[config.mk]
export PLATFORM = sky130hd
export DESIGN_NAME = cfs_status_bank
export DESIGN_NICKNAME = d
export VERILOG_FILES = /design/src/rtl/cfs_pkg.sv /design/src/rtl/cfs_pulse_timer.sv /design/src/rtl/cfs_status_bank.sv
export SDC_FILE = /design/constraint.sdc
export NUM_CORES = 1
export LEC_CHECK = 0
export ABC_AREA = 1
export BUFFER_PORTS_ARGS = -buffer_cell sky130_fd_sc_hd__buf_2
export CORE_MARGIN = 5
export CORE_UTILIZATION = 25
export CTS_CLUSTER_DIAMETER = 150
export CTS_CLUSTER_SIZE = 24
export DETAILED_ROUTE_END_ITERATION = 10
export SLEW_MARGIN = 5
export SYNTH_ARGS = -nofsm -noshare
export SYNTH_HDL_FRONTEND = slang
export SYNTH_SLANG_ARGS = --single-unit
[constraint.sdc]
create_clock -name CLK -period 2.1 [get_ports CLK]
set_input_delay 0.42 -clock CLK [delete_from_list [all_inputs] [get_ports CLK]]
set_output_delay 0.42 -clock CLK [all_outputs]
set_load 0.02 [all_outputs]
[src/rtl/cfs_pkg.sv]
// constants and carrier types for the charger fault and throttle status bank
package cfs_pkg;
    localparam logic [7:0] CFS_ADDR_FAULT = 8'h20;
    localparam logic [7:0] CFS_ADDR_THR = 8'h21;
    // charger_fault_status bit positions
    localparam int CFS_B_SYS_OVP = 4;
    localparam int CFS_B_SYS_SHORT = 3;
    localparam int CFS_B_LATCHOFF = 2;
    localparam int CFS_B_REV_OVP = 1;
    localparam int CFS_B_REV_UVP = 0;
    // throttle_status_control bit positions
    localparam int CFS_B_RSV_HI = 15;
    localparam int CFS_B_EXT_EN = 14;
    localparam int CFS_B_WIDTH_HI = 13;
    localparam int CFS_B_WIDTH_LO = 12;
    localparam int CFS_B_CLEAR = 11;
    localparam int CFS_B_RSV_LO = 10;
    localparam int CFS_B_AST_FAIL = 9;
    localparam int CFS_B_AST_EXIT = 8;
    localparam logic [15:0] CFS_FAULT_RESET = 16'h0000;
    localparam logic [15:0] CFS_THR_RESET = 16'ha800;
    localparam logic CFS_RSV_HI_VAL = 1'b1;
    localparam logic CFS_RSV_LO_VAL = 1'b0;
    localparam logic CFS_CLEAR_IDLE = 1'b1;
    localparam logic [1:0] CFS_WIDTH_RESET = 2'h2;
    localparam logic [2:0] CFS_FAIL_TRIES = 3'h7;
    // pulse widths in ns and the clock period
    localparam int CFS_CLK_PERIOD_NS = 100;
    localparam int CFS_T_100US_NS = 100000;
    localparam int CFS_T_1MS_NS = 1000000;
    localparam int CFS_T_5MS_NS = 5000000;
    localparam int CFS_T_10MS_NS = 10000000;
    localparam int CFS_CYC_100US = CFS_T_100US_NS / CFS_CLK_PERIOD_NS;
    localparam int CFS_CYC_1MS = CFS_T_1MS_NS / CFS_CLK_PERIOD_NS;
    localparam int CFS_CYC_5MS = CFS_T_5MS_NS / CFS_CLK_PERIOD_NS;
    localparam int CFS_CYC_10MS = CFS_T_10MS_NS / CFS_CLK_PERIOD_NS;
    localparam int CFS_TMR_W = 17;

    typedef enum logic [1:0] {
        CFS_W_100US = 2'b00,
        CFS_W_1MS = 2'b01,
        CFS_W_10MS = 2'b10,
        CFS_W_5MS = 2'b11
    } cfs_width_t;

    typedef struct packed {
        logic [7:0] addr;
        logic wr;
        logic rd;
        logic [15:0] wdata;
    } cfs_req_t;

    typedef struct packed {
        logic sys_ovp;
        logic adapter_present;
        logic sys_below_min;
        logic restart_fail;
        logic restart_ok;
        logic latchoff;
        logic rev_ovp;
        logic rev_uvp;
        logic assist_load_fail;
        logic assist_load_ok;
        logic assist_exit;
        logic throttle_trig;
    } cfs_evt_t;
endpackage

[src/rtl/cfs_pulse_timer.sv]
// down-counter that times the minimum low pulse on the throttle pin
`timescale 1ns/100ps
module cfs_pulse_timer import cfs_pkg::*; #(
    parameter int W = CFS_TMR_W
) (
    input wire logic clk,
    input wire logic resetn,
    input wire logic start,
    input wire logic [W-1:0] load,
    output logic busy,
    output logic [W-1:0] remain
);
    logic [W-1:0] cnt_reg;

    // a new trigger restarts the full width
    always_ff @(posedge clk) begin
        if (!resetn) begin
            cnt_reg <= '0;
        end else if (start) begin
            cnt_reg <= load;
        end else if (cnt_reg != '0) begin
            cnt_reg <= cnt_reg - 1'b1;
        end
    end

    assign busy = (cnt_reg != '0);
    assign remain = cnt_reg;
endmodule

[src/rtl/cfs_status_bank.sv]
// charger fault latches, throttle status register and throttle pin control
//
// Notes on behaviour
// [RULE_01] overvoltage sets bit 4, converter held off
// [RULE_02] overvoltage flag cleared by zero write or unplug
// [RULE_03] bit 3 after seven failed restarts below limit
// [RULE_04] short fault clears only by written zero
// [RULE_05] latched-off power path sets bit 2
// [RULE_06] bits 2..0 latch, cleared by host read
// [RULE_07] throttle register resets A800h, reserved bits fixed
// [RULE_08] extension enable holds pin low until clear
// [RULE_09] width field sets minimum pulse when not extending
// [RULE_10] written zero to clear bit releases pin
// [RULE_11] seven assist load failures set bit 9, lockout
// [RULE_12] assist exit sets bit 8, pin held low
// [RULE_13] writes to read-only bits ignored; zeros clear
`timescale 1ns/100ps
module cfs_status_bank import cfs_pkg::*; #(
    parameter int CYC_100US = CFS_CYC_100US,
    parameter int CYC_1MS = CFS_CYC_1MS,
    parameter int CYC_5MS = CFS_CYC_5MS,
    parameter int CYC_10MS = CFS_CYC_10MS
) (
    input wire logic CLK,
    input wire logic RESETN,
    input wire cfs_req_t REG_REQ,
    input wire cfs_evt_t EVT,
    output logic [15:0] REG_RDATA,
    output logic REG_RVALID,
    output logic THROTTLE_PIN,
    output logic CONVERTER_EN,
    output logic ASSIST_LOCKOUT
);
    logic ovp_reg, short_reg, latchoff_reg, rovp_reg, ruvp_reg;
    logic ext_en_reg, hold_reg, fail_reg, exit_reg, pin_reg;
    cfs_width_t width_reg;
    logic [2:0] rst_cnt_reg, ast_cnt_reg;
    logic [15:0] rdata_reg;
    logic rvalid_reg;
    logic wr_fault, wr_thr, rd_fault;
    logic [15:0] fault_view, thr_view;
    logic tmr_start, tmr_busy;
    logic [CFS_TMR_W-1:0] tmr_load, tmr_remain;
    logic short_set, fail_set;

    assign wr_fault = REG_REQ.wr && (REG_REQ.addr == CFS_ADDR_FAULT);
    assign wr_thr = REG_REQ.wr && (REG_REQ.addr == CFS_ADDR_THR);
    assign rd_fault = REG_REQ.rd && (REG_REQ.addr == CFS_ADDR_FAULT);

    // overvoltage: set wins over a clear while the condition persists
    always_ff @(posedge CLK) begin
        if (!RESETN) begin
            ovp_reg <= 1'b0;
        end else if (EVT.sys_ovp) begin
            ovp_reg <= 1'b1; // see [RULE_01]
        end else if (!EVT.adapter_present) begin
            ovp_reg <= 1'b0; // see [RULE_02]
        end else if (wr_fault && !REG_REQ.wdata[CFS_B_SYS_OVP]) begin
            ovp_reg <= 1'b0; // see [RULE_02]
        end
    end

    // converter stays off until the latch is gone, not just the condition
    assign CONVERTER_EN = !ovp_reg; // see [RULE_01]

    // consecutive restart failures; a good restart starts the count over
    // count parks at seven, so a later failure with the rail low still latches
    assign short_set = EVT.restart_fail && EVT.sys_below_min
        && (rst_cnt_reg >= CFS_FAIL_TRIES - 3'h1);
    always_ff @(posedge CLK) begin
        if (!RESETN) begin
            rst_cnt_reg <= '0;
        end else if (EVT.restart_ok || short_set) begin
            rst_cnt_reg <= '0;
        end else if (EVT.restart_fail && rst_cnt_reg != CFS_FAIL_TRIES) begin
            rst_cnt_reg <= rst_cnt_reg + 3'h1; // see [RULE_03]
        end
    end

    always_ff @(posedge CLK) begin
        if (!RESETN) begin
            short_reg <= 1'b0;
        end else if (short_set) begin
            short_reg <= 1'b1; // see [RULE_03]
        end else if (wr_fault && !REG_REQ.wdata[CFS_B_SYS_SHORT]) begin
            short_reg <= 1'b0; // see [RULE_04]
        end
    end

    // read-to-clear faults; an event in the read cycle survives the read
    always_ff @(posedge CLK) begin
        if (!RESETN) begin
            latchoff_reg <= 1'b0;
            rovp_reg <= 1'b0;
            ruvp_reg <= 1'b0;
        end else begin
            latchoff_reg <= EVT.latchoff || (latchoff_reg && !rd_fault); // see [RULE_05]
            rovp_reg <= EVT.rev_ovp || (rovp_reg && !rd_fault); // see [RULE_06]
            ruvp_reg <= EVT.rev_uvp || (ruvp_reg && !rd_fault); // see [RULE_06]
        end
    end

    // throttle control fields
    always_ff @(posedge CLK) begin
        if (!RESETN) begin
            ext_en_reg <= 1'b0; // see [RULE_08]
            width_reg <= cfs_width_t'(CFS_WIDTH_RESET); // see [RULE_07]
        end else if (wr_thr) begin
            ext_en_reg <= REG_REQ.wdata[CFS_B_EXT_EN];
            width_reg <= cfs_width_t'(REG_REQ.wdata[CFS_B_WIDTH_HI:CFS_B_WIDTH_LO]);
        end
    end

    // extended pulse: the clear bit itself never stores a zero
    always_ff @(posedge CLK) begin
        if (!RESETN) begin
            hold_reg <= 1'b0;
        end else if (EVT.throttle_trig && ext_en_reg) begin
            hold_reg <= 1'b1; // see [RULE_08]
        end else if (wr_thr && !REG_REQ.wdata[CFS_B_CLEAR]) begin
            hold_reg <= 1'b0; // see [RULE_10]
        end
    end

    // assist mode failure counting and lockout
    assign fail_set = EVT.assist_load_fail && (ast_cnt_reg == CFS_FAIL_TRIES - 3'h1);
    always_ff @(posedge CLK) begin
        if (!RESETN) begin
            ast_cnt_reg <= '0;
        end else if (EVT.assist_load_ok || fail_set) begin
            ast_cnt_reg <= '0;
        end else if (EVT.assist_load_fail) begin
            ast_cnt_reg <= ast_cnt_reg + 3'h1; // see [RULE_11]
        end
    end

    always_ff @(posedge CLK) begin
        if (!RESETN) begin
            fail_reg <= 1'b0;
        end else if (fail_set) begin
            fail_reg <= 1'b1; // see [RULE_11]
        end else if (wr_thr && !REG_REQ.wdata[CFS_B_AST_FAIL]) begin
            fail_reg <= 1'b0; // see [RULE_13]
        end
    end

    assign ASSIST_LOCKOUT = fail_reg;

    always_ff @(posedge CLK) begin
        if (!RESETN) begin
            exit_reg <= 1'b0;
        end else if (EVT.assist_exit) begin
            exit_reg <= 1'b1; // see [RULE_12]
        end else if (wr_thr && !REG_REQ.wdata[CFS_B_AST_EXIT]) begin
            exit_reg <= 1'b0; // see [RULE_13]
        end
    end

    // minimum width only applies when extension is off
    always_comb begin
        case (width_reg)
            CFS_W_100US: tmr_load = CFS_TMR_W'(CYC_100US); // see [RULE_09]
            CFS_W_1MS: tmr_load = CFS_TMR_W'(CYC_1MS);
            CFS_W_10MS: tmr_load = CFS_TMR_W'(CYC_10MS);
            CFS_W_5MS: tmr_load = CFS_TMR_W'(CYC_5MS);
            default: tmr_load = CFS_TMR_W'(CYC_10MS);
        endcase
    end
    assign tmr_start = EVT.throttle_trig && !ext_en_reg;

    cfs_pulse_timer #(
        .W(CFS_TMR_W)
    ) u_timer (
        .clk(CLK),
        .resetn(RESETN),
        .start(tmr_start),
        .load(tmr_load),
        .busy(tmr_busy),
        .remain(tmr_remain)
    );

    // pin is registered, so it follows its causes one cycle late
    always_ff @(posedge CLK) begin
        if (!RESETN) begin
            pin_reg <= 1'b1;
        end else begin
            pin_reg <= !(tmr_busy || hold_reg || exit_reg); // see [RULE_08] [RULE_12]
        end
    end
    assign THROTTLE_PIN = pin_reg;

    // read views; reserved and clear bits are constants, never stored
    always_comb begin
        fault_view = CFS_FAULT_RESET;
        fault_view[CFS_B_SYS_OVP] = ovp_reg;
        fault_view[CFS_B_SYS_SHORT] = short_reg;
        fault_view[CFS_B_LATCHOFF] = latchoff_reg;
        fault_view[CFS_B_REV_OVP] = rovp_reg;
        fault_view[CFS_B_REV_UVP] = ruvp_reg;
        thr_view = 16'h0000;
        thr_view[CFS_B_RSV_HI] = CFS_RSV_HI_VAL; // see [RULE_07]
        thr_view[CFS_B_EXT_EN] = ext_en_reg;
        thr_view[CFS_B_WIDTH_HI:CFS_B_WIDTH_LO] = width_reg;
        thr_view[CFS_B_CLEAR] = CFS_CLEAR_IDLE;
        thr_view[CFS_B_RSV_LO] = CFS_RSV_LO_VAL; // see [RULE_13]
        thr_view[CFS_B_AST_FAIL] = fail_reg;
        thr_view[CFS_B_AST_EXIT] = exit_reg;
    end

    always_ff @(posedge CLK) begin
        if (!RESETN) begin
            rdata_reg <= '0;
            rvalid_reg <= 1'b0;
        end else begin
            rvalid_reg <= REG_REQ.rd;
            if (REG_REQ.rd) begin
                case (REG_REQ.addr)
                    CFS_ADDR_FAULT: rdata_reg <= fault_view;
                    CFS_ADDR_THR: rdata_reg <= thr_view;
                    default: rdata_reg <= 16'h0000;
                endcase
            end
        end
    end
    assign REG_RDATA = rdata_reg;
    assign REG_RVALID = rvalid_reg;
endmodule

==> results of run 1 <==
==> final timing paths <==
path,start,endpoint,slack [ns]
hold reg to reg,REG_RDATA[4],REG_RDATA[4],0.46
setup reg to reg,u_timer.remain[0],u_timer.remain[8],0.49
hold / removal,EVT[5],rovp_reg,0.33
setup / recovery,u_timer.remain[0],u_timer.remain[8],0.49
==> cell families after synthesis <==
logic type      count (synthesis)
compound gates                 47
xor+xnor                        5
fa+ha+maj                      11
buf+inv                        54
flops                          47
other cells                     1
simple gates                  177
==> through the flow <==
stage               instance area, sq um  std cells
floorplan                           2409        345
global route                        2885        519
global placement                    2753        511
CTS                                 2885        519
detailed placement                  2753        511
finish                              2885        519
==> synthesized netlist by cell type, types with 2 or more instances <==
cell type,n
buf_2,3
xor2_1,5
nand2_1,87
a21oi_1,33
or2_2,3
buf_4,5
ha_1,11
nor2_2,6
o21ai_1,2
inv_2,6
nand2_2,3
nand4_1,4
nand3b_1,2
clkbuf_1,4
nand3_1,22
o21ai_0,5
dfxtp_1,47
nor2_1,45
inv_1,36
==> power by group <==
group | internal (mW) | switching [mW]
clock | 0.476 | 0.293
sequential | 0.927 | 0.0304
combinational | 0.119 | 0.216
total | 1.52 | 0.540
==> worst reg2reg max path: stages (launching register included) <==
cell and delay [ns]:
dfxtp_1 0.30, inv_1 0.12, ha_1 0.23, nand2_2 0.15
nor2_8 0.19, nand4_4 0.17, o21ai_2 0.26, nor2_1 0.08
==> layer usage <==
| metal | global-route usage (%) | share of wire [%] | vias to the layer above |
|---|---|---|---|
| met4 | 2.344 | 0 | 0 |
| met5 | 0 | 0 | - |
| li1 | - | - | 1173 |
| met2 | 17.27 | 49 | 35 |
| met1 | 12.60 | 47 | 980 |
| met3 | 2.400 | 3.8 | 0 |
==> area by class of cell <==
class | count | area [sq um] | share of cell area [%]
clock buffer | 6 | 72.57 | 2.515
clock inverter | 2 | 60.06 | 2.082
inverter | 42 | 157.7 | 5.464
multi-input combinational | 244 | 1242 | 43.06
sequential | 47 | 940.9 | 32.61
tap | 129 | 161.4 | 5.594
timing repair buffer | 49 | 250.2 | 8.673
==> impl_metrics.csv, run 1 <==
group,metric,value,unit
run_status,status,"finished clean",
sta,setup_tns,0,ns
sta,finalSetupViolCount,0,
worst_setup_path,crit_family,"simple AND/OR/NAND/NOR gates",
clock_tree,post-cts-setup-buffers,0,
floorplanning,die_w,107.9,microns
cells_and_area,diodes,0,
worst_setup_path,crit_type,"reg -> reg",
logic_synthesis,synth_area_per_cell,7.010,sq um
worst_setup_path,start_kind,"flop",
grt,grt_max_degree,20,
logic_synthesis,synth_seq_cells,47,
cells_and_area,largest_register_ffs,17,
sta,final_max_slew_viol_count,0,
drt,wl,5.584,mm
floorplanning,dieArea,0.01165,sq mm
clock_tree,cts_made_buffers,5,
floorplanning,core.rowCount,35,
sta,grt_setup_unrepaired,"false",
worst_setup_path,crit_path_top_delay_cell,"dfxtp_1",
worst_setup_path,r2r_cells,7,
cells_and_area,finish.utilization,31.08,%
cells_and_area,layout_common_cells,"nand2_1 (87), dfxtp_1 (47), buf_2 (47), nor2_1 (45), inv_1 (36)",
grt,grt_pass1_wl,9.715,mm
worst_setup_path,crit_path_cell_trace,"inv_1 > ha_1 > nand2_2 > nor2_8 > nand4_4 > o21ai_2 > nor2_1",
worst_setup_path,slowest_delay,0.30,ns
floorplanning,core-area,0.009284,sq mm
power,ir_drop,0.3752,mV
drt,wl_per_cell,10.76,microns
power,finalPower,2.062,mW
logic_synthesis,yosys.area.top_type,"dfxtp_1",
clock_tree,cts_htree_levels,2,
worst_setup_path,endpoint_kind,"flop",
placed_design,numPortBuffers,47,
logic_synthesis,synth_top_family_by_area,"simple AND/OR/NAND/NOR gates",
clock_tree,worstSkewPairLatency,0.29,ns
logic_synthesis,yosys.area.top_type_share,39.25,%
floorplanning,ios,60,
logic_synthesis,synth_edf_count,0,
power,power_density,714.6,mW/mm^2
drt,viasPerCell,4.216,
grt,antenna_found_initial,0,
worst_setup_path,cp_num_buf_inv,1,
logic_synthesis,syn_inst,342,
worst_hold_path,hold_path.class,"in -> reg",
cells_and_area,syn_to_final_growth,20.36,%
drt,dr_total_vias,2188,
clock_tree,ctsHoldBuffers,0,
sta,hold_viol,0,
clock_tree,cts.sinks,47,
drt,drt_iter0_drc,86,
worst_setup_path,worst-path-stages,7,
logic_synthesis,synthFlopType,"dfxtp_1",
placed_design,dp_slack,0.4873,ns
sta,fin_crit,1.611,ns
clock_tree,cts-root-buf,"clkbuf_8",
logic_synthesis,synthMuxAreaShare,0,%
floorplanning,dieHeight,107.9,microns
drt,detail-route-antenna-nets,0,
cells_and_area,fillers,1057,
logic_synthesis,yosysWarnings,0,
logic_synthesis,synthSimpleGateAreaFrac,32.99,%
clock_tree,cts-resized-gates,0,
worst_setup_path,worstPathArrival,1.79,ns
worst_hold_path,hold_depth,3,
worst_setup_path,crit_path_max_fanout,8,
grt,overflow,0,
drt,dr.pass1.iters,4,
clock_tree,cts_buffer_depth,2,
grt,first_global_vias,2170,
power,p_leak,1.345,nW
sta,timing.hold.ws,0.3321,ns
logic_synthesis,async_flop_share,0,%
cells_and_area,drive_gt1_share,20.26,%
floorplanning,start_util,25.82,%
run,drv_cap,0,
logic_synthesis,synth_area_leaders,"dfxtp_1 (39%), nand2_1 (14%), nor2_1 (7.0%)",
sta,fin_crit_sh,76.73,%
placed_design,dp_hpwl,4.414,mm
logic_synthesis,synthXorXnorAreaFrac,1.827,%
worst_setup_path,worstPathRequired,2.28,ns
clock_tree,clkTransAtPathRegs,0.09,ns
grt,grt.total_usage,10.02,%
cells_and_area,fin_nets,440,
logic_synthesis,yosysUniqueCellTypes,32,
sta,fmaxAchievable,620.6,MHz
cells_and_area,layout_commonest_cell,"nand2_1",
clock_tree,cts_tree,"built",
sta,skew,0.007572,ns
logic_synthesis,synth_fa_ha_area_share,5.741,%
logic_synthesis,netlist_area,0.002397,sq mm
logic_synthesis,yosysSeqAreaShare,39.25,%
sta,fin_ws,0.4887,ns
placed_design,globalplace.congestion,0.8144,
drt,drc,0,
logic_synthesis,synth_compound_area_share,10.65,%
No activity file was read; power rests on OpenSTA's default activity.
==> run 2: changes to the inputs <==
==> constraint.sdc (replaced) <==
create_clock -name CLK -period 1.6 [get_ports CLK]
set_input_delay 0.32 -clock CLK [delete_from_list [all_inputs] [get_ports CLK]]
set_output_delay 0.32 -clock CLK [all_outputs]
set_load 0.02 [all_outputs]
==> run 2 against run 1 <==
Against the previous run:
- critical path type unchanged
- wire length shrank 0.34%
- sequential cell count is the same
- die area is the same
- sequential share of layout area shrank 0.36 points
- critical endpoint is now u_timer.remain[5]
- sequential power grew 32%
==> impl_metrics.csv, run 2 (synthesis results as in run 1) <==
group,metric,value,unit
run_status,status,"finished clean",
grt,grt_max_degree,20,
sta,skew,0.003380,ns
drt,top_layer_used,"met4",
run,drv_cap,0,
placed_design,placedCellCount,517,
worst_setup_path,crit_type,"reg -> reg",
drt,dr_total_vias,2257,
floorplanning,dieHeight,107.9,microns
drt,drt_iter0_drc,100,
worst_hold_path,hold_path.class,"in -> reg",
worst_setup_path,crit_path_cell_trace,"inv_1 > ha_1 > o21ai_0 > nand2_1 > nand2_1 > nor2_1",
cells_and_area,largest_register_ffs,17,
worst_setup_path,path_common_cell,"nand2_1",
worst_setup_path,r2r-end,"u_timer.remain[5]",
clock_tree,worstSkewPairLatency,0.30,ns
drt,detail-route-antenna-nets,0,
floorplanning,dieArea,0.01165,sq mm
floorplanning,core-area,0.009284,sq mm
clock_tree,cts_tree,"built",
drt,dr.pass1.iters,4,
clock_tree,cts_buffer_depth,2,
worst_setup_path,worstPathRequired,1.80,ns
drt,route.met3.wl,275,microns
clock_tree,cts_htree_levels,2,
cells_and_area,finish.utilization,31.43,%
cells_and_area,layout_common_cells,"nand2_1 (87), dfxtp_1 (47), buf_2 (47), nor2_1 (45), inv_1 (36)",
drt,drc,0,
cells_and_area,syn_to_final_growth,21.71,%
sta,fmaxAchievable,703.2,MHz
grt,antenna_found_initial,0,
floorplanning,die_w,107.9,microns
sta,hold_viol,0,
worst_setup_path,rrSetupSlack,0.18,ns
worst_setup_path,slowest_delay,0.42,ns
power,power_density,862.2,mW/mm^2
power,ir_drop,0.3380,mV
floorplanning,ios,60,
clock_tree,cts-root-buf,"clkbuf_8",
power,p_leak,1.366,nW
cells_and_area,finalNonFillerCells,525,
grt,overflow,0,
sta,setup_tns,0,ns
worst_setup_path,crit_path_top_delay_cell,"dfxtp_1",
grt,grt.total_usage,10.04,%
cells_and_area,diodes,0,
worst_setup_path,start_kind,"flop",
cells_and_area,drive_gt1_share,21.46,%
sta,final_max_slew_viol_count,0,
cells_and_area,fin_nets,446,
sta,fin_crit,1.422,ns
worst_hold_path,hold_depth,3,
drt,viasPerCell,4.299,
placed_design,place_area,0.002810,sq mm
worst_setup_path,crit_path_max_fanout,5,
placed_design,globalplace.congestion,0.8567,
floorplanning,start_util,25.82,%
worst_hold_path,min_from,"EVT[5]",
sta,fin_crit_sh,88.88,%
worst_setup_path,worstPathArrival,1.62,ns
clock_tree,cts.sinks,47,
drt,wl,5.565,mm
worst_setup_path,r2r_start,"width_reg[0]",
placed_design,dp_hpwl,4.386,mm
drt,wl_per_cell,10.60,microns
floorplanning,core.rowCount,35,
worst_setup_path,endpoint_kind,"flop",
sta,finalSetupViolCount,0,
drt,met1_length,2.504,mm
worst_setup_path,r2r_cells,6,
drt,met2_length,2.739,mm
clock_tree,clkTransAtPathRegs,0.08,ns
clock_tree,cts_made_buffers,5,
grt,grt_pass1_wl,9.763,mm
worst_hold_path,hold_end,"rovp_reg",
placed_design,numPortBuffers,47,
sta,grt_setup_unrepaired,"false",
cells_and_area,layout_commonest_cell,"nand2_1",
cells_and_area,design_area,0.002918,sq mm
grt,first_global_vias,2181,
-- run 2: cell types whose count changed in the layout (fill, tap and decap cells not counted) --
cell and delta:
buf_12 +1, o21ai_2 -1, buf_4 +5, bufinv_16 -2, clkbuf_8 +2, o21ai_4 +1
-- run 2: critical path, delay by kind of cell (launching register included) --
kind,cells,cell delay (ns)
flip-flops,1,0.42
AO/OA/AOI/OAI,1,0.34
adder cells (fa/ha/maj),1,0.24
AND/OR/NAND/NOR,3,0.22
buffers and inverters,1,0.11
-- run 2: power breakdown --
group          switching, mW  leakage [nW]  internal (mW)
Sequential            0.0393         0.384           1.22
Combinational          0.291         0.930          0.180
Clock                  0.393        0.0515          0.395
Total                  0.723          1.37           1.79
-- run 2: timing repair --
item,in CTS,in global routing
hold endpoints to repair,0,0
setup endpoints to repair,0,4
hold buffers,0,0
gates resized for setup,0,1
buffers inserted,0,0
-- run 2: area by class of cell --
| cell class | instances | area, sq um |
|---|---|---|
| Multi-Input combinational cell | 244 | 1250 |
| Sequential cell | 47 | 940.9 |
| Clock buffer | 8 | 100.1 |
| Tap cell | 129 | 161.4 |
| Fill cell | 1018 | 6366 |
| Timing Repair Buffer | 55 | 307.8 |
| Inverter | 42 | 157.7 |
-- run 2: per-stage QoR --
step / hold slack (ns) / setup slack (ns) / power, mW
after floorplan: 0.3911 / 0.2234 / 1.613
after global placement: 0.4486 / 0.1672 / 1.745
after detailed placement: 0.4576 / 0.1553 / 1.751
after CTS: 0.2158 / 0.1582 / 2.539
after global routing: 0.2233 / 0.01402 / 2.673
final: 0.2264 / 0.1779 / 2.516
-- run 2: how the worst max path moves through the flow --
stage,startpoint,end,slack [ns],cells past startpoint
final,width_reg[0],u_timer.remain[5],0.18,6
after detailed placement,REG_REQ[20],width_reg[0],0.16,9
after floorplan,u_timer.remain[0],u_timer.remain[14],0.22,7
after global routing,u_timer.remain[1],u_timer.remain[8],0.01,7
after CTS,u_timer.remain[0],u_timer.remain[8],0.16,7
after global placement,u_timer.remain[1],u_timer.remain[14],0.17,7
-- run 2: per-layer routing --
layer,up-vias,global-route usage (%)
met5,-,0
met3,7,2.699
li1,1177,-
met4,0,1.894
met2,44,17.63
met1,1029,12.38
